### src/fbw_pkg.sv
// Package for the fieldbus communication watchdog
package fbw_pkg;
    // Register indices in the special register space
    localparam logic [15:0] REG_COMMAND_ENTRY  = 16'hFA00;
    localparam logic [15:0] REG_TIMEOUT_PERIOD = 16'hFA01;
    localparam logic [15:0] REG_STATE_REPORT   = 16'hFA02;
    localparam logic [15:0] REG_WDG_CONFIG     = 16'hFA03;
    // Command codes
    localparam logic [15:0] CMD_START = 16'h5555;
    localparam logic [15:0] CMD_STOP  = 16'h55AA;
    localparam logic [15:0] CMD_RESET = 16'hAAAA;
    // Status codes
    localparam logic [15:0] STAT_NO_PERIOD = 16'hFFFF;
    localparam logic [15:0] STAT_STOPPED   = 16'h0000;
    localparam logic [15:0] STAT_RUNNING   = 16'h0001;
    localparam logic [15:0] STAT_EXPIRED   = 16'h0002;
    // Exception codes, zero meaning none
    localparam logic [7:0] EXC_NONE          = 8'h00;
    localparam logic [7:0] EXC_ILLEGAL_FUNC  = 8'h01;
    localparam logic [7:0] EXC_ILLEGAL_VALUE = 8'h03;
    // Config bit positions and reset value
    localparam int CFG_EXPLICIT_BIT = 0;
    localparam int CFG_STATUS_TRIG_BIT = 1;
    localparam int CFG_DROP_LINKS_BIT = 2;
    localparam int CFG_SIMPLE_BIT = 7;
    localparam logic [15:0] CFG_RESET = 16'h0004;
    localparam logic [15:0] TIMEOUT_RESET = 16'h0000;
    // Tick timing
    localparam int CLOCK_HZ = 20_000_000;
    localparam int TICK_US = 1000;
    localparam int TICK_CYCLES = CLOCK_HZ / 1_000_000 * TICK_US;

    typedef enum logic [1:0] {
        ST_NO_PERIOD,
        ST_STOPPED,
        ST_RUNNING,
        ST_EXPIRED
    } fbw_state_t;

    // One register access from the protocol engine
    typedef struct packed {
        logic        valid;
        logic        write;
        logic [15:0] addr;
        logic [15:0] wdata;
    } fbw_req_t;

    // Answer to one access
    typedef struct packed {
        logic        valid;
        logic [7:0]  exc;
        logic [15:0] rdata;
    } fbw_rsp_t;

    typedef struct packed {
        fbw_state_t  state;
        logic [15:0] timeout;
        logic [15:0] wdgCfg;
        logic [15:0] remain;
        logic [15:0] tickCnt;
        fbw_rsp_t    rsp;
        logic        expiredPulse;
    } fbw_regs_t;
endpackage

### src/fbw_watchdog.sv
// Modbus communication watchdog core with its register access port
`timescale 1ns/1ps

module fbw_watchdog #(
    parameter int TICK_LEN = fbw_pkg::TICK_CYCLES
) (
    // Clock and reset
    input  wire logic             clock,
    input  wire logic             resetn,
    // Register access from the protocol engine
    input  wire fbw_pkg::fbw_req_t req,
    input  wire logic             otherRequest,
    output fbw_pkg::fbw_rsp_t     rsp,
    // Watchdog outputs
    output logic [15:0]           stateReport,
    output logic                  timeoutPulse,
    output logic                  dropLinksOnExpiry
);
    // Tick counter is 16 bits wide, so longer ticks cannot be served
    if (TICK_LEN < 1 || TICK_LEN > 65536)
    begin : gen_tick_check
        $error("TICK_LEN out of range");
    end

    fbw_pkg::fbw_regs_t r_q;
    fbw_pkg::fbw_regs_t r_d;

    logic simpleMode;
    logic explicitOnly;
    logic active;
    logic trigger;
    logic isStatus;
    logic isStart;
    logic tick;

    assign simpleMode   = r_q.wdgCfg[fbw_pkg::CFG_SIMPLE_BIT];
    assign explicitOnly = r_q.wdgCfg[fbw_pkg::CFG_EXPLICIT_BIT];
    assign active       = (r_q.state == fbw_pkg::ST_RUNNING) || (r_q.state == fbw_pkg::ST_EXPIRED);
    assign isStatus     = req.valid && (req.addr == fbw_pkg::REG_STATE_REPORT);
    assign isStart      = req.valid && req.write && (req.addr == fbw_pkg::REG_COMMAND_ENTRY)
                          && (req.wdata == fbw_pkg::CMD_START);
    assign tick         = (r_q.tickCnt == 16'(TICK_LEN - 1));

    // Trigger selection
    always_comb
    begin
        if (explicitOnly)
            trigger = isStart;
        else if (isStatus)
            trigger = otherRequest || (!req.write && r_q.wdgCfg[fbw_pkg::CFG_STATUS_TRIG_BIT]);
        else
            trigger = (req.valid || otherRequest);
    end

    always_comb
    begin
        r_d = r_q;
        r_d.rsp.valid = 1'b0;
        r_d.rsp.exc = fbw_pkg::EXC_NONE;
        r_d.rsp.rdata = 16'h0000;
        r_d.expiredPulse = 1'b0;
        r_d.tickCnt = tick ? 16'h0000 : r_q.tickCnt + 16'h0001;

        // Countdown while running
        if (r_q.state == fbw_pkg::ST_RUNNING && tick)
        begin
            if (r_q.remain <= 16'h0001)
            begin
                r_d.state = fbw_pkg::ST_EXPIRED;
                r_d.expiredPulse = 1'b1;
                r_d.remain = 16'h0000;
            end
            else
                r_d.remain = r_q.remain - 16'h0001;
        end

        // Triggers restart a running or, in simple mode, expired watchdog
        if (trigger && r_q.state == fbw_pkg::ST_RUNNING)
        begin
            r_d.remain = r_q.timeout;
            r_d.tickCnt = 16'h0000;
            r_d.state = fbw_pkg::ST_RUNNING;
            r_d.expiredPulse = 1'b0;
        end
        else if (trigger && simpleMode && r_q.state == fbw_pkg::ST_EXPIRED)
        begin
            r_d.remain = r_q.timeout;
            r_d.tickCnt = 16'h0000;
            r_d.state = fbw_pkg::ST_RUNNING;
        end

        if (req.valid)
        begin
            r_d.rsp.valid = 1'b1;
            if (req.addr == fbw_pkg::REG_COMMAND_ENTRY)
            begin
                if (!req.write)
                    r_d.rsp.rdata = 16'h0000;
                else if (req.wdata == fbw_pkg::CMD_START)
                begin
                    if (r_q.state == fbw_pkg::ST_NO_PERIOD
                        || (!simpleMode && r_q.state == fbw_pkg::ST_EXPIRED))
                        r_d.rsp.exc = fbw_pkg::EXC_ILLEGAL_VALUE;
                    else
                    begin
                        r_d.state = fbw_pkg::ST_RUNNING;
                        r_d.remain = r_q.timeout;
                        r_d.tickCnt = 16'h0000;
                        r_d.expiredPulse = 1'b0;
                    end
                end
                else if (req.wdata == fbw_pkg::CMD_STOP)
                begin
                    if (simpleMode || r_q.state == fbw_pkg::ST_NO_PERIOD
                        || r_q.state == fbw_pkg::ST_EXPIRED)
                        r_d.rsp.exc = fbw_pkg::EXC_ILLEGAL_VALUE;
                    else
                        r_d.state = fbw_pkg::ST_STOPPED;
                end
                else if (req.wdata == fbw_pkg::CMD_RESET
                         && !simpleMode && r_q.state == fbw_pkg::ST_EXPIRED)
                    r_d.state = fbw_pkg::ST_STOPPED;
                else
                    r_d.rsp.exc = fbw_pkg::EXC_ILLEGAL_VALUE;
            end
            else if (req.addr == fbw_pkg::REG_TIMEOUT_PERIOD)
            begin
                if (!req.write)
                    r_d.rsp.rdata = r_q.timeout;
                else if (active)
                    r_d.rsp.exc = fbw_pkg::EXC_ILLEGAL_FUNC;
                else
                begin
                    r_d.timeout = req.wdata;
                    r_d.remain = req.wdata;
                    r_d.tickCnt = 16'h0000;
                    if (req.wdata == 16'h0000)
                        r_d.state = fbw_pkg::ST_NO_PERIOD;
                    else if (simpleMode)
                        r_d.state = fbw_pkg::ST_RUNNING;
                    else
                        r_d.state = fbw_pkg::ST_STOPPED;
                end
            end
            else if (req.addr == fbw_pkg::REG_STATE_REPORT)
            begin
                if (req.write)
                    r_d.rsp.exc = fbw_pkg::EXC_ILLEGAL_FUNC;
                else
                    r_d.rsp.rdata = stateReport;
            end
            else if (req.addr == fbw_pkg::REG_WDG_CONFIG)
            begin
                if (!req.write)
                    r_d.rsp.rdata = r_q.wdgCfg;
                else if (!simpleMode && active)
                    r_d.rsp.exc = fbw_pkg::EXC_ILLEGAL_FUNC;
                else
                begin
                    r_d.wdgCfg = req.wdata;
                    if (r_q.state != fbw_pkg::ST_NO_PERIOD)
                    begin
                        if (simpleMode && !req.wdata[fbw_pkg::CFG_SIMPLE_BIT])
                            r_d.state = fbw_pkg::ST_STOPPED;
                        else if (!simpleMode && req.wdata[fbw_pkg::CFG_SIMPLE_BIT])
                        begin
                            r_d.state = fbw_pkg::ST_RUNNING;
                            r_d.remain = r_q.timeout;
                            r_d.tickCnt = 16'h0000;
                        end
                    end
                end
            end
            else
                r_d.rsp.exc = fbw_pkg::EXC_ILLEGAL_FUNC;
        end
    end

    always_ff @(posedge clock or negedge resetn)
    begin
        if (!resetn)
        begin
            r_q.state <= fbw_pkg::ST_NO_PERIOD;
            r_q.timeout <= fbw_pkg::TIMEOUT_RESET;
            r_q.wdgCfg <= fbw_pkg::CFG_RESET;
            r_q.remain <= 16'h0000;
            r_q.tickCnt <= 16'h0000;
            r_q.rsp <= '0;
            r_q.expiredPulse <= 1'b0;
        end
        else
            r_q <= r_d;
    end

    // Status code from state
    always_comb
    begin
        case (r_q.state)
            fbw_pkg::ST_NO_PERIOD: stateReport = fbw_pkg::STAT_NO_PERIOD;
            fbw_pkg::ST_STOPPED:   stateReport = fbw_pkg::STAT_STOPPED;
            fbw_pkg::ST_RUNNING:   stateReport = fbw_pkg::STAT_RUNNING;
            default:               stateReport = fbw_pkg::STAT_EXPIRED;
        endcase
    end

    assign rsp = r_q.rsp;
    assign timeoutPulse = r_q.expiredPulse;
    // Pulse only on expiry, gated by the config choice
    assign dropLinksOnExpiry = r_q.expiredPulse && r_q.wdgCfg[fbw_pkg::CFG_DROP_LINKS_BIT];

    chk_expire_after_tick: assert property (@(posedge clock) disable iff (!resetn)
        (r_q.state == fbw_pkg::ST_RUNNING && tick && r_q.remain <= 16'h0001 && !trigger && !req.valid)
        |=> (r_q.state == fbw_pkg::ST_EXPIRED && timeoutPulse))
        else $error("watchdog did not expire");
    chk_start_refused: assert property (@(posedge clock) disable iff (!resetn)
        (isStart && r_q.state == fbw_pkg::ST_NO_PERIOD) |=> (rsp.valid && rsp.exc == fbw_pkg::EXC_ILLEGAL_VALUE))
        else $error("start not refused");
    chk_timeout_locked: assert property (@(posedge clock) disable iff (!resetn)
        (req.valid && req.write && req.addr == fbw_pkg::REG_TIMEOUT_PERIOD && active)
        |=> (rsp.exc == fbw_pkg::EXC_ILLEGAL_FUNC && $stable(r_q.timeout)))
        else $error("timeout write not refused");
    chk_status_code: assert property (@(posedge clock) disable iff (!resetn)
        (r_q.state == fbw_pkg::ST_RUNNING) |-> (stateReport == 16'h0001))
        else $error("wrong status code");
    chk_cmd_no_read: assert property (@(posedge clock) disable iff (!resetn)
        (req.valid && !req.write && req.addr == fbw_pkg::REG_COMMAND_ENTRY) |=> (rsp.rdata == 16'h0000))
        else $error("command register read back");
    chk_simple_no_stop: assert property (@(posedge clock) disable iff (!resetn)
        (simpleMode && r_q.state != fbw_pkg::ST_NO_PERIOD) |-> (r_q.state != fbw_pkg::ST_STOPPED))
        else $error("simple mode rests in stopped");
    chk_stop_simple: assert property (@(posedge clock) disable iff (!resetn)
        (simpleMode && req.valid && req.write && req.addr == fbw_pkg::REG_COMMAND_ENTRY
         && req.wdata == fbw_pkg::CMD_STOP) |=> (rsp.exc == fbw_pkg::EXC_ILLEGAL_VALUE))
        else $error("stop accepted in simple mode");
    chk_cfg_locked: assert property (@(posedge clock) disable iff (!resetn)
        (!simpleMode && active && req.valid && req.write && req.addr == fbw_pkg::REG_WDG_CONFIG)
        |=> $stable(r_q.wdgCfg))
        else $error("config changed while active");
    chk_reset_to_stop: assert property (@(posedge clock) disable iff (!resetn)
        (req.valid && req.write && req.addr == fbw_pkg::REG_COMMAND_ENTRY && req.wdata == fbw_pkg::CMD_RESET
         && !simpleMode && r_q.state == fbw_pkg::ST_EXPIRED)
        |=> (r_q.state == fbw_pkg::ST_STOPPED && rsp.exc == fbw_pkg::EXC_NONE))
        else $error("reset did not stop expired watchdog");
    chk_reset_refused: assert property (@(posedge clock) disable iff (!resetn)
        (req.valid && req.write && req.addr == fbw_pkg::REG_COMMAND_ENTRY && req.wdata == fbw_pkg::CMD_RESET
         && (simpleMode || r_q.state != fbw_pkg::ST_EXPIRED))
        |=> (rsp.exc == fbw_pkg::EXC_ILLEGAL_VALUE))
        else $error("reset not refused");
    chk_expiry_pulse: assert property (@(posedge clock) disable iff (!resetn)
        (r_q.state == fbw_pkg::ST_EXPIRED && $past(r_q.state) != fbw_pkg::ST_EXPIRED) |-> timeoutPulse)
        else $error("no pulse on entering expired");
    chk_drop_choice: assert property (@(posedge clock) disable iff (!resetn)
        (r_q.state == fbw_pkg::ST_EXPIRED && $past(r_q.state) != fbw_pkg::ST_EXPIRED)
        |-> (dropLinksOnExpiry == r_q.wdgCfg[fbw_pkg::CFG_DROP_LINKS_BIT]))
        else $error("link drop does not follow config");
    chk_other_trigger: assert property (@(posedge clock) disable iff (!resetn)
        (!explicitOnly && otherRequest && !req.valid && r_q.state == fbw_pkg::ST_RUNNING)
        |=> (r_q.state == fbw_pkg::ST_RUNNING && r_q.tickCnt == 16'h0000 && r_q.remain == r_q.timeout))
        else $error("other request did not restart timing");
    chk_explicit_only: assert property (@(posedge clock) disable iff (!resetn)
        (explicitOnly && otherRequest && !req.valid && r_q.state == fbw_pkg::ST_RUNNING && !tick)
        |=> (r_q.tickCnt != 16'h0000))
        else $error("other request triggered in explicit mode");
    chk_status_no_trig: assert property (@(posedge clock) disable iff (!resetn)
        (!r_q.wdgCfg[fbw_pkg::CFG_STATUS_TRIG_BIT] && isStatus && !otherRequest
         && r_q.state == fbw_pkg::ST_RUNNING && !tick)
        |=> (r_q.tickCnt != 16'h0000))
        else $error("status access restarted timing");
    chk_status_trig: assert property (@(posedge clock) disable iff (!resetn)
        (!explicitOnly && r_q.wdgCfg[fbw_pkg::CFG_STATUS_TRIG_BIT] && isStatus && !req.write
         && r_q.state == fbw_pkg::ST_RUNNING)
        |=> (r_q.state == fbw_pkg::ST_RUNNING && r_q.tickCnt == 16'h0000))
        else $error("status read did not restart timing");
    chk_period_zero: assert property (@(posedge clock) disable iff (!resetn)
        ((r_q.state == fbw_pkg::ST_NO_PERIOD) == (r_q.timeout == fbw_pkg::TIMEOUT_RESET)))
        else $error("unconfigured state and zero timeout disagree");
    chk_timeout_taken: assert property (@(posedge clock) disable iff (!resetn)
        (req.valid && req.write && req.addr == fbw_pkg::REG_TIMEOUT_PERIOD && !active)
        |=> (r_q.timeout == $past(req.wdata) && rsp.exc == fbw_pkg::EXC_NONE))
        else $error("timeout write not taken");
    chk_simple_restart: assert property (@(posedge clock) disable iff (!resetn)
        (trigger && simpleMode && r_q.state == fbw_pkg::ST_EXPIRED
         && !(req.valid && req.write && req.addr == fbw_pkg::REG_WDG_CONFIG))
        |=> (r_q.state == fbw_pkg::ST_RUNNING))
        else $error("simple mode did not restart");
    chk_mode_to_stop: assert property (@(posedge clock) disable iff (!resetn)
        (req.valid && req.write && req.addr == fbw_pkg::REG_WDG_CONFIG && simpleMode
         && !req.wdata[fbw_pkg::CFG_SIMPLE_BIT] && r_q.state != fbw_pkg::ST_NO_PERIOD)
        |=> (r_q.state == fbw_pkg::ST_STOPPED))
        else $error("leaving simple mode did not stop");
endmodule // fbw_watchdog

### config.mk
export PLATFORM = sky130hd
export DESIGN_NAME = fbw_watchdog
export DESIGN_NICKNAME = d
export VERILOG_FILES = /design/src/fbw_pkg.sv /design/src/fbw_watchdog.sv
export SDC_FILE = /design/constraint.sdc
export NUM_CORES = 1
export LEC_CHECK = 0
export ABC_AREA = 0
export BUFFER_PORTS_ARGS = -buffer_cell sky130_fd_sc_hd__buf_2
export CAP_MARGIN = 20
export CORE_MARGIN = 10
export CORE_UTILIZATION = 40
export CTS_BUF_LIST = sky130_fd_sc_hd__clkbuf_16
export DETAILED_ROUTE_END_ITERATION = 10
export HOLD_SLACK_MARGIN = 0.1
export MAX_ROUTING_LAYER = met4
export PLACE_DENSITY = 0.7
export SYNTH_ARGS = -nofsm -noshare
export SYNTH_HDL_FRONTEND = slang
export SYNTH_SLANG_ARGS = --single-unit
### constraint.sdc
create_clock -name clock -period 2.36 [get_ports clock]
set_input_delay 0.472 -clock clock [delete_from_list [all_inputs] [get_ports clock]]
set_output_delay 0.472 -clock clock [all_outputs]
set_load 0.02 [all_outputs]
== Word level (Yosys, flattened, before mapping) ==
Cells that the tools add are included.
Storage, ports and cells
  flip-flop bits (word level): 92
  bits of input ports: 37
  output and inout port bits: 43
  word-level logic and storage cells: 133
Operators by class
  add/subtract/negate cells: 2
  $lt $le $gt $ge: 1
  equal/unequal tests: 11
  muxes and demuxes: 75
  bitwise gates (word level): 5
  reductions and logical operators: 30
Operators with widths (count)
  $mux 32: 13
  $mux 48: 4
  $mux 16: 9
  $mux 92: 1
  $eq 16x16->1 const B: 5
  $mux 24: 3
  $eq 16x15->1 const B: 3
  $mux 2: 24
  $pmux 16 s3: 1
  $mux 18: 2
  $mux 8: 3
  $add 16x1->16 const B: 1
  $le 16x1->1 const B: 1
  $logic_and 1x1->1: 16
  $logic_not 16->1: 1
  $sub 16x1->16 const B: 1
  $mux 1: 15
  $reduce_and 7->1: 1
  $logic_or 1x1->1: 6
  $not 1->1: 5
  $reduce_and 5->1: 1
  $eq 2x2->1 const B: 2
  $logic_not 1->1: 3
  $eq 2x1->1 const B: 1
  other kinds (2): 2

== Logic depth before layout (Yosys ltp) ==
Gate-level depths: netlist (run 1).
  depth after elaboration: 19
  gate-level depth with buffers: 10
  gate-level depth less buffers: 9

== Least setup slack after synthesis (run 1) ==
No wires, ideal clock.
  path kind: reg-to-reg
  start point: register r_q[91] (netlist name)
  end point: register r_q[33] (netlist name)
  library setup time: 121 ps
  arrival: 2371 ps
  data required time: 2239 ps
  setup slack: -132 ps
  stages on the path, launching flop included: 11
  buffers on the path: 1
  clock period less this slack: 2492 ps
  path through: dfrtp_1 inv_1 ha_1 nand2b_1 nand3b_1 nor3_2 o31ai_1 o21ai_1 nand2b_1 buf_2 nor2_1
RTL lines
  from (decl): line fbw_watchdog.sv:25  | fbw_pkg::fbw_regs_t r_q;
  from (signal assigned): line fbw_watchdog.sv:192  | r_q <= r_d;

==> results of run 1 <==
==> stage by stage <==
| step | area, um2 | setup slack, ns | std cells |
|---|---|---|---|
| after floorplan | 5510 | -0.00931 | 588 |
| after global placement | 6720 | -0.451 | 901 |
| after detailed placement | 6720 | -0.390 | 901 |
| after CTS | 7070 | -0.0152 | 920 |
| after global routing | 7270 | -0.229 | 924 |
| final | 7270 | -0.156 | 924 |
==> flip-flops by register name, summed over array words and instances (netlist names) <==
signal and cells:
explicitOnly 1, r_q 65, rsp 19, timeoutPulse 1
==> power by group through the flow <==
stage | Combinational (W) | Sequential [W] | Clock, W
3_3_place_gp | 0.000560 | 0.00164 | 0
2_1_floorplan | 0.000286 | 0.00164 | 0
6_report | 0.000611 | 0.00163 | 0.00146
4_1_cts | 0.000583 | 0.00162 | 0.00149
3_5_place_dp | 0.000577 | 0.00165 | 0
5_1_grt | 0.000674 | 0.00164 | 0.00155
==> timing repair <==
action | CTS | global route
resized for setup | 9 | 39
pin swaps | 1 | 14
buffers inserted | 3 | 6
endpoints found under the setup margin | 10 | 33
==> area by class of cell <==
class | count | area share
multi-input cells | 427 | 0.427
flip-flops and latches | 86 | 0.296
repair buffers | 205 | 0.198
clock buffers | 9 | 0.0310
well taps | 176 | 0.0303
clock inverters | 7 | 0.0105
inverters | 14 | 0.00723
==> final timing paths <==
check / depth (start not counted) / end / slack [ns]
worst max-delay path: 8 / r_q[47] / -0.16
worst min-delay path: 1 / r_q[59] / 0.1
worst max register to register: 8 / r_q[47] / -0.16
worst min register to register: 1 / r_q[66] / 0.51
max in group asynchronous: 2 / r_q[26] / 1.58
min in group clock: 2 / r_q[66] / 0.40
==> cells by family (layout without fill, tap and decap cells) <==
kind of cell               Yosys count  in the layout  synth area share
and+or+nand+nor                    237            237             0.242
AOI/OAI and AO/OA                  120            120             0.161
DFF                                 86             86             0.394
buffers and inverters               75            235            0.0817
muxes                               33             33            0.0670
xor gates and xnor gates            25             25            0.0400
adders and majority gates            6              6            0.0137
other                                1              6          0.000686
==> cell usage in the layout (no fill, tap or decap), drive strengths merged, types with 4 or more instances in the layout <==
| master | count |
|---|---|
| nand2 | 54 |
| a221oi | 18 |
| mux2i | 4 |
| a31oi | 4 |
| conb | 6 |
| a21oi | 24 |
| nand2b | 21 |
| nand3 | 21 |
| and2 | 4 |
| nor3 | 15 |
| nor2 | 55 |
| a22oi | 9 |
| nor4 | 10 |
| and4 | 5 |
| mux2 | 29 |
| buf | 205 |
| or3 | 8 |
| and3 | 6 |
| clkbuf | 9 |
| dfrtp | 85 |
| nor4b | 7 |
| o21ai | 20 |
| ha | 6 |
| nand4 | 13 |
| xor2 | 14 |
| o31ai | 4 |
| xnor2 | 11 |
| inv | 18 |
| or4 | 7 |
==> per-layer routing <==
layer	up-vias	wire, um	global-route usage
li1	2424	-	-
met1	2595	8310	0.263
met2	188	8730	0.319
met3	28	1190	0.0425
met4	0	308	0.0544
met5	-	0	-
==> results.md, run 1 <==
- Status: finished, violations left
- Failing checks: setup timing
- Crit path max fanout: 3
- TritonRoute pass-1 iters: 5
- Family with the most delay on the worst path: simple AND/OR/NAND/NOR gates
- WP buf/inv: 1
- Crit path kind: flip-flop to flip-flop
- N_diodes: 0
- Routed WL per cell: 20.1 um
- Area growth from synthesis to layout: 32.9%
- Max Clk Rate: between 0.3 and 0.4 GHz
- Final hold vios: 0
- Yosys top cell by area: dfrtp_1
- CP Cell Sequence: or3_4 > buf_4 > or4_4 > o21ai_2 > o41ai_4 > mux2_2 > mux2i_1 > a21oi_1
- Sw power: a little over 0.001 W
- Hold Path Class: primary input to asynchronous set/reset pin
- Headroom to the max-slew limit: 0.632
- Critical path's slowest cell: or4_4
- Fin nets: 786
- Fin Clk Skew: 0.0125 ns
- Tot Pwr: approximately 0.0037 W
- Via/cell ratio: about 5.7
- Total number of H-tree levels: 3
- TritonCTS Buffers: 9
- Top FF cell, synth: dfrtp_1
- Clk sinks: 86
- Clk pwr share: 0.396
- P_leak: 3.40 nW
- YS warnings: 0
- Post-synth cell types: 75
- Post-Synthesis Cells: ~580
- Synth top cells by count: dfrtp_1, nor2_1, nand2_1, buf_4, mux2_2
- Utilization after layout: 0.547
- Initial DRC count: 518
- Crit path DAT: 2.74 ns
- First-pass GRT wire length: 29,000 um
- Post-synth top area share: 0.389
- Pwr dens: just over 500 nW/um2
- Number of register bits inferred by synthesis: 86
- Worst setup margin: -0.156 ns
- Setup violators final: 4
- Die area: 18,700 um2
- Vias after detailed routing: about 5,200
- Final ANT Viol Nets: 0
- Clock-pin slew on the worst setup and hold paths: roughly 0.070 ns
- Seq pwr share: 0.440
- Final Slew Violations: 0
- CP startpoint: r_q[38]
- Pin count of the biggest net entering global routing: 40
- Worst hold slack: roughly 0.096 ns
- DP Wirelength: about 15,000 um
- Worst skew pair latency: 0.36 ns
- GRT Overall Usage: 0.204
- Sequential fraction of the synthesis area: 0.394
- Max incr delay on CP: 0.58 ns
- Hold buffers post-CTS: 0
- Worst Path Required: 2.59 ns
- WL final: 18,500 um
- CTS tree: yes
- Syn Std Cell Area: between 5000 and 6000 um2
- Synth Area per Inst: 9.38 um2
- Peak supply drop: 0.000283 V
- Crit. End Element: flip-flop
- Comb power frac: 0.165
- Total core area: 13,300 um2
- Drt drc: 0
- Setup TNS: -0.490 ns
- Die height: 137 um
- Async S/R FF share, synth: 1.00
- Most numerous cell in the Yosys netlist: dfrtp_1
- Internal cell power: between 0.002 and 0.003 W
- Share of cells above drive strength 1: 0.414
- IO Port Bufs: 73
- Switching share of total power: 0.278
- Max Cap Viol: 0
- Reg-to-Reg Start: r_q[38]
- Worst setup SP type: flip-flop
- DIE WIDTH: 137 um
- Register Area: ~2200 um2
- Multi-input gate area: 3110 um2
- Unrepaired setup endpoints after global routing: true
- Placer Congestion: ~0.95
- FILL cells: 1,163
- Max Buffers Root-to-Sink: 2
- Post-synth EDFFs: 0
- Root buf cell: clkbuf_16
- Initial core utilization: 0.411
- Period utilization: 1.07
- Worst slew pin tran: 0.552 ns
- Row cnt: 42
- Initial antenna violation count: 0
- Total grt overflow: 0
- Synth area leaders: dfrtp_1, mux2_2, buf_4, nor2_1, nand2_1
- Number of global-route vias before repair: 5,355
- I/O pins: 80
- Fin crit period: 2.52 ns
No activity file was read; power rests on OpenSTA's default activity.
==> run 2, diff against run 1 <==
- PLACE_DENSITY: 0.7 -> 0.67
- clock period: 2.36 -> 3.2 ns (I/O delays scaled with it)
==> results.md, run 2 (synthesis results as in run 1) <==
- Status: complete, no violations
- Largest regs: r_q: 65 flops, rsp: 19 flops
- IO Port Bufs: 73
- WL final: 17,400 um
- Commonest non-fill, non-tap cell in the layout: dfrtp_1
- Total grt overflow: 0
- Headroom to the max-slew limit: 0.585
- DIE WIDTH: about 140 um
- Crit path max fanout: 6
- First-pass GRT wire length: 27,500 um
- WP buf/inv: 1
- Crit path DAT: 2.93 ns
- P_leak: 2.82 nW
- Hold Path Class: primary input to asynchronous set/reset pin
- Worst hold slack: 0.291 ns
- Worst slew pin tran: 0.617 ns
- Tot Pwr: 0.00263 W
- Placer Congestion: 0.962
- Area growth from synthesis to layout: 13.2%
- Placed Area: 5880 um2
- Hold buffers post-CTS: 0
- Initial antenna violation count: 0
- CP Cell Sequence: ha_1 > nand4_1 > or4_1 > o41ai_1 > buf_4 > nand2_1 > a32o_1 > a21oi_1
- Fin nets: 681
- Max Clk Rate: 0.377 GHz
- Worst Path Required: 3.48 ns
- Via/cell ratio: 5.95
- Multi-input gate area: 2890 um2
- Reg2Reg Setup Slack: between 0.5 and 0.6 ns
- Period utilization: 0.829
- Drt drc: 0
- Total number of H-tree levels: 3
- Vias after detailed routing: 4,872
- Die area: 18,700 um2
- Clock-pin slew on the worst setup and hold paths: 0.07 ns
- Post-CTS resize count: 0
- Worst skew pair latency: 0.35 ns
- GRT Overall Usage: 0.196
- Row cnt: 42
- Pin count of the biggest net entering global routing: approximately 50
- R2R Path End: r_q[47]
- Root buf cell: clkbuf_16
- Total core area: 13,300 um2
- Most frequent cells in the layout: dfrtp_1, buf_2, nor2_1
- Pwr dens: 425 nW/um2
- Setup violators final: 0
- Fin Clk Skew: 0.0104 ns
- DP Wirelength: 13,400 um
- Critical path's slowest cell: or4_1
- Max incr delay on CP: 0.67 ns
- Final ANT Viol Nets: 0
- Number of global-route vias before repair: 4,876
- Final hold vios: 0
- Setup TNS: 0 ns
- Worst setup SP type: flip-flop
- Initial DRC count: approximately 420
- N_diodes: 0
- Max Buffers Root-to-Sink: 2
- I/O pins: 80
- Setup bufs post-CTS: 0
- Unrepaired setup endpoints after global routing: false
- Family with the most delay on the worst path: simple AND/OR/NAND/NOR gates
- Worst path depth: 8
- Final instance area: 6190 um2
- Crit path kind: flip-flop to flip-flop
- Clk sinks: 86
- Die height: 137 um
- Peak supply drop: 0.000195 V
- Share of cells above drive strength 1: 0.263
- TritonCTS Buffers: 9
- Initial core utilization: 0.411
- Crit. End Element: flip-flop
- Fin crit period: 2.65 ns
- CTS tree: yes
- Largest register FFs: 65
- Largest reg by FF count: r_q
- Max Cap Viol: 0
- Register Area: 2150 um2
- Reg2reg path depth: 8
- TritonRoute pass-1 iters: 5
- Reg-to-Reg Start: r_q[26]
- Final Slew Violations: 0
- Routed WL per cell: 21.2 um
- FILL cells: 1,296
[run 2: cell types whose count changed in the layout (fill, tap and decap cells not counted), moves of 3 or more]
cell     delta
nor2_1      +4
nor3_1      +4
o21ai_1     -5
nor3_2      -4
nor2_2      -3
nor4_2      -3
o21ai_0     +6
nor4_1      +4
buf_4      -98
buf_12      -6
[run 2: layer usage]
metal	GRT usage	wire [um]
met5	-	0
met4	0.0773	469
met3	0.0282	1090
met2	0.304	8100
met1	0.252	7740
[run 2: where the power goes]
part	internal [W]	switching, W	leakage, nW
sequential	0.00114	0.0000650	1.10
combinational	0.000131	0.000192	1.57
clock	0.000616	0.000480	0.150
total	0.00189	0.000737	2.82
[run 2: how the worst max path moves through the flow]
stage	startpoint	to
6_report	r_q[26]	r_q[47]
5_1_grt	r_q[26]	r_q[90]
4_1_cts	r_q[26]	r_q[47]
3_5_place_dp	req[9]	r_q[52]
3_3_place_gp	req[23]	r_q[52]
2_1_floorplan	req[23]	r_q[52]
[run 2: final cells by class]
type	instances	share of cell area
clock buffer	9	0.0364
clock inverter	7	0.0129
inverter	14	0.00849
multi-input combinational	427	0.467
sequential	86	0.348
tap	176	0.0356
timing repair buffer	100	0.0922
[run 2: stage by stage]
stage                util  std cells  setup WS (ns)
floorplan               -        588          0.544
global placement    0.442        802          0.326
detailed placement  0.443        803          0.255
CTS                 0.466        819          0.538
global route        0.466        819          0.314
finish              0.466        819          0.548
==> run 3, diff against run 2 <==
- PLACE_DENSITY: 0.67 -> 0.7
- clock period: 3.2 -> 2.4 ns (I/O delays scaled with it)
==> results.md, run 3 (synthesis results as in run 1) <==
- I/O pins: 80
- Worst setup SP type: flip-flop
- Most frequent CP cell: or4_1
- DP Wirelength: 13,900 um
- Clk sinks: 86
- Number of global-route vias before repair: 5,378
- Max Buffers Root-to-Sink: 2
- Largest regs: r_q: 65 flops, rsp: 19 flops
- Initial core utilization: 0.411
- Unrepaired setup endpoints after global routing: true
- Hold Path Class: primary input to asynchronous set/reset pin
- Clock-pin slew on the worst setup and hold paths: approximately 0.070 ns
- Status: complete, no violations
- Max Cap Viol: 0
- Die area: roughly 19,000 um2
- Commonest non-fill, non-tap cell in the layout: buf_4
- Pin count of the biggest net entering global routing: 48
- Final ANT Viol Nets: 0
- Setup violators final: 0
- Dpl cells: 889
- Total number of H-tree levels: 3
- First-pass GRT wire length: 28,400 um
- WL final: 17,900 um
- Tot Pwr: roughly 0.0035 W
- Placer Congestion: 0.966
- Worst Path Required: 2.70 ns
- Reg2Reg Setup Slack: around 0.023 ns
- Most frequent cells in the layout: buf_4, dfrtp_1, buf_2
- CP Cell Sequence: or4_1 > nor2_2 > nand4_1 > xor2_1 > or4_1 > a211oi_2 > or3_1
- Root buf cell: clkbuf_16
- Area growth from synthesis to layout: 28.3%
- Critical path's slowest cell: or4_1
- Initial DRC count: 363
- CTS tree: yes
- Crit. End Element: flip-flop
- Initial antenna violation count: 1
- Max Clk Rate: 0.421 GHz
- Drt drc: 0
- Fin Clk Skew: approximately 0.012 ns
- Worst skew pair latency: 0.35 ns
- Crit path kind: flip-flop to flip-flop
- Crit path max fanout: 4
- P_leak: 3.29 nW
- Vias after detailed routing: 5,160
- Period utilization: 0.990
- Post-Layout Cell Count: between 900 and 1,000
- Fin nets: 773
- Fin crit period: 2.38 ns
- Largest reg by FF count: r_q
- Die height: approximately 140 um
- Max incr delay on CP: 0.62 ns
- Hold buffers post-CTS: 0
- Share of cells above drive strength 1: 0.382
- Peak supply drop: between 0.0003 and 0.0004 V
- Via/cell ratio: 5.66
- Final hold vios: 0
- Row cnt: 42
- GRT Overall Usage: 0.199
- Final instance area: ~7000 um2
- Worst slew pin tran: about 0.67 ns
- TritonCTS Buffers: 9
- Total grt overflow: 0
- Pwr dens: 492 nW/um2
- IO Port Bufs: 73
- Final Slew Violations: 0
- Total core area: 13,300 um2
- Placed Area: about 6600 um2
- Headroom to the max-slew limit: 0.556
- Routed WL per cell: slightly below 20 um
- DIE WIDTH: 137 um
- Crit path DAT: 2.67 ns
- TritonRoute pass-1 iters: 5
- Largest register FFs: 65
run 3: changes by cell type in the layout (fill, tap and decap cells not counted), moves of 3 or more:
cell and change:
buf_4 +88, buf_12 +4, clkinvlp_4 +3, ha_1 -3, ha_2 +3, o21ai_0 -3
run 3: report_power, final:
part	switching [W]	internal [W]	leakage [nW]
Sequential	0.0000801	0.00153	1.10
Combinational	0.000291	0.000263	2.06
Clock	0.000597	0.000694	0.128
run 3: worst paths after layout:
check / cells past startpoint / start / end
max in group asynchronous: 2 / resetn / r_q[26]
min reg2reg: 1 / r_q[64] / r_q[64]
min: 1 / resetn / rsp[0]
min in group clock: 1 / req[33] / rsp[24]
max reg2reg: 7 / r_q[45] / r_q[52]
max: 7 / r_q[45] / r_q[52]
run 3: timing repair:
item / 4_1_cts / 5_1_grt
endpoints found under the hold margin: 0 / 0
setup buffers: 1 / 4
endpoints found under the setup margin: 7 / 32
pin swaps: 3 / 4
resized for setup: 5 / 24
gates cloned: 0 / 0
run 3: through the flow:
| step | util | hold slack, ns | setup TNS, ns | setup slack [ns] |
|---|---|---|---|---|
| after floorplan | - | 0.184 | -0.0418 | -0.0418 |
| after global placement | 0.495 | 0.487 | -8.95 | -0.283 |
| after detailed placement | 0.495 | 0.493 | -12.00 | -0.331 |
| after CTS | 0.517 | 0.178 | 0 | 0.0000433 |
| after global routing | 0.528 | 0.201 | -0.499 | -0.107 |
| final | 0.528 | 0.147 | 0 | 0.0231 |
run 3: layout make-up:
class | count | area (um2)
clock inverters | 7 | 42.5
multi-input cells | 427 | 3010
inverters | 14 | 52.6
clock buffers | 9 | 225
repair buffers | 192 | 1310
flip-flops and latches | 86 | 2150
fillers | 1212 | 6280
diodes | 1 | 2.50
well taps | 176 | 220
run 3: routing by layer:
metal | GRT usage | routed length (um) | vias to the layer above
met4 | 0.102 | 758 | 0
met2 | 0.309 | 8380 | 167
li1 | - | - | 2402
met3 | 0.0378 | 916 | 46
met5 | - | 0 | -
met1 | 0.243 | 7840 | 2545
run 3: critical path, delay by kind of cell, from the launching register on:
kind            cells  cell delay [ns]
simple gates        5             1.53
compound gates      1             0.19
flops               1             0.40
xor+xnor            1             0.21
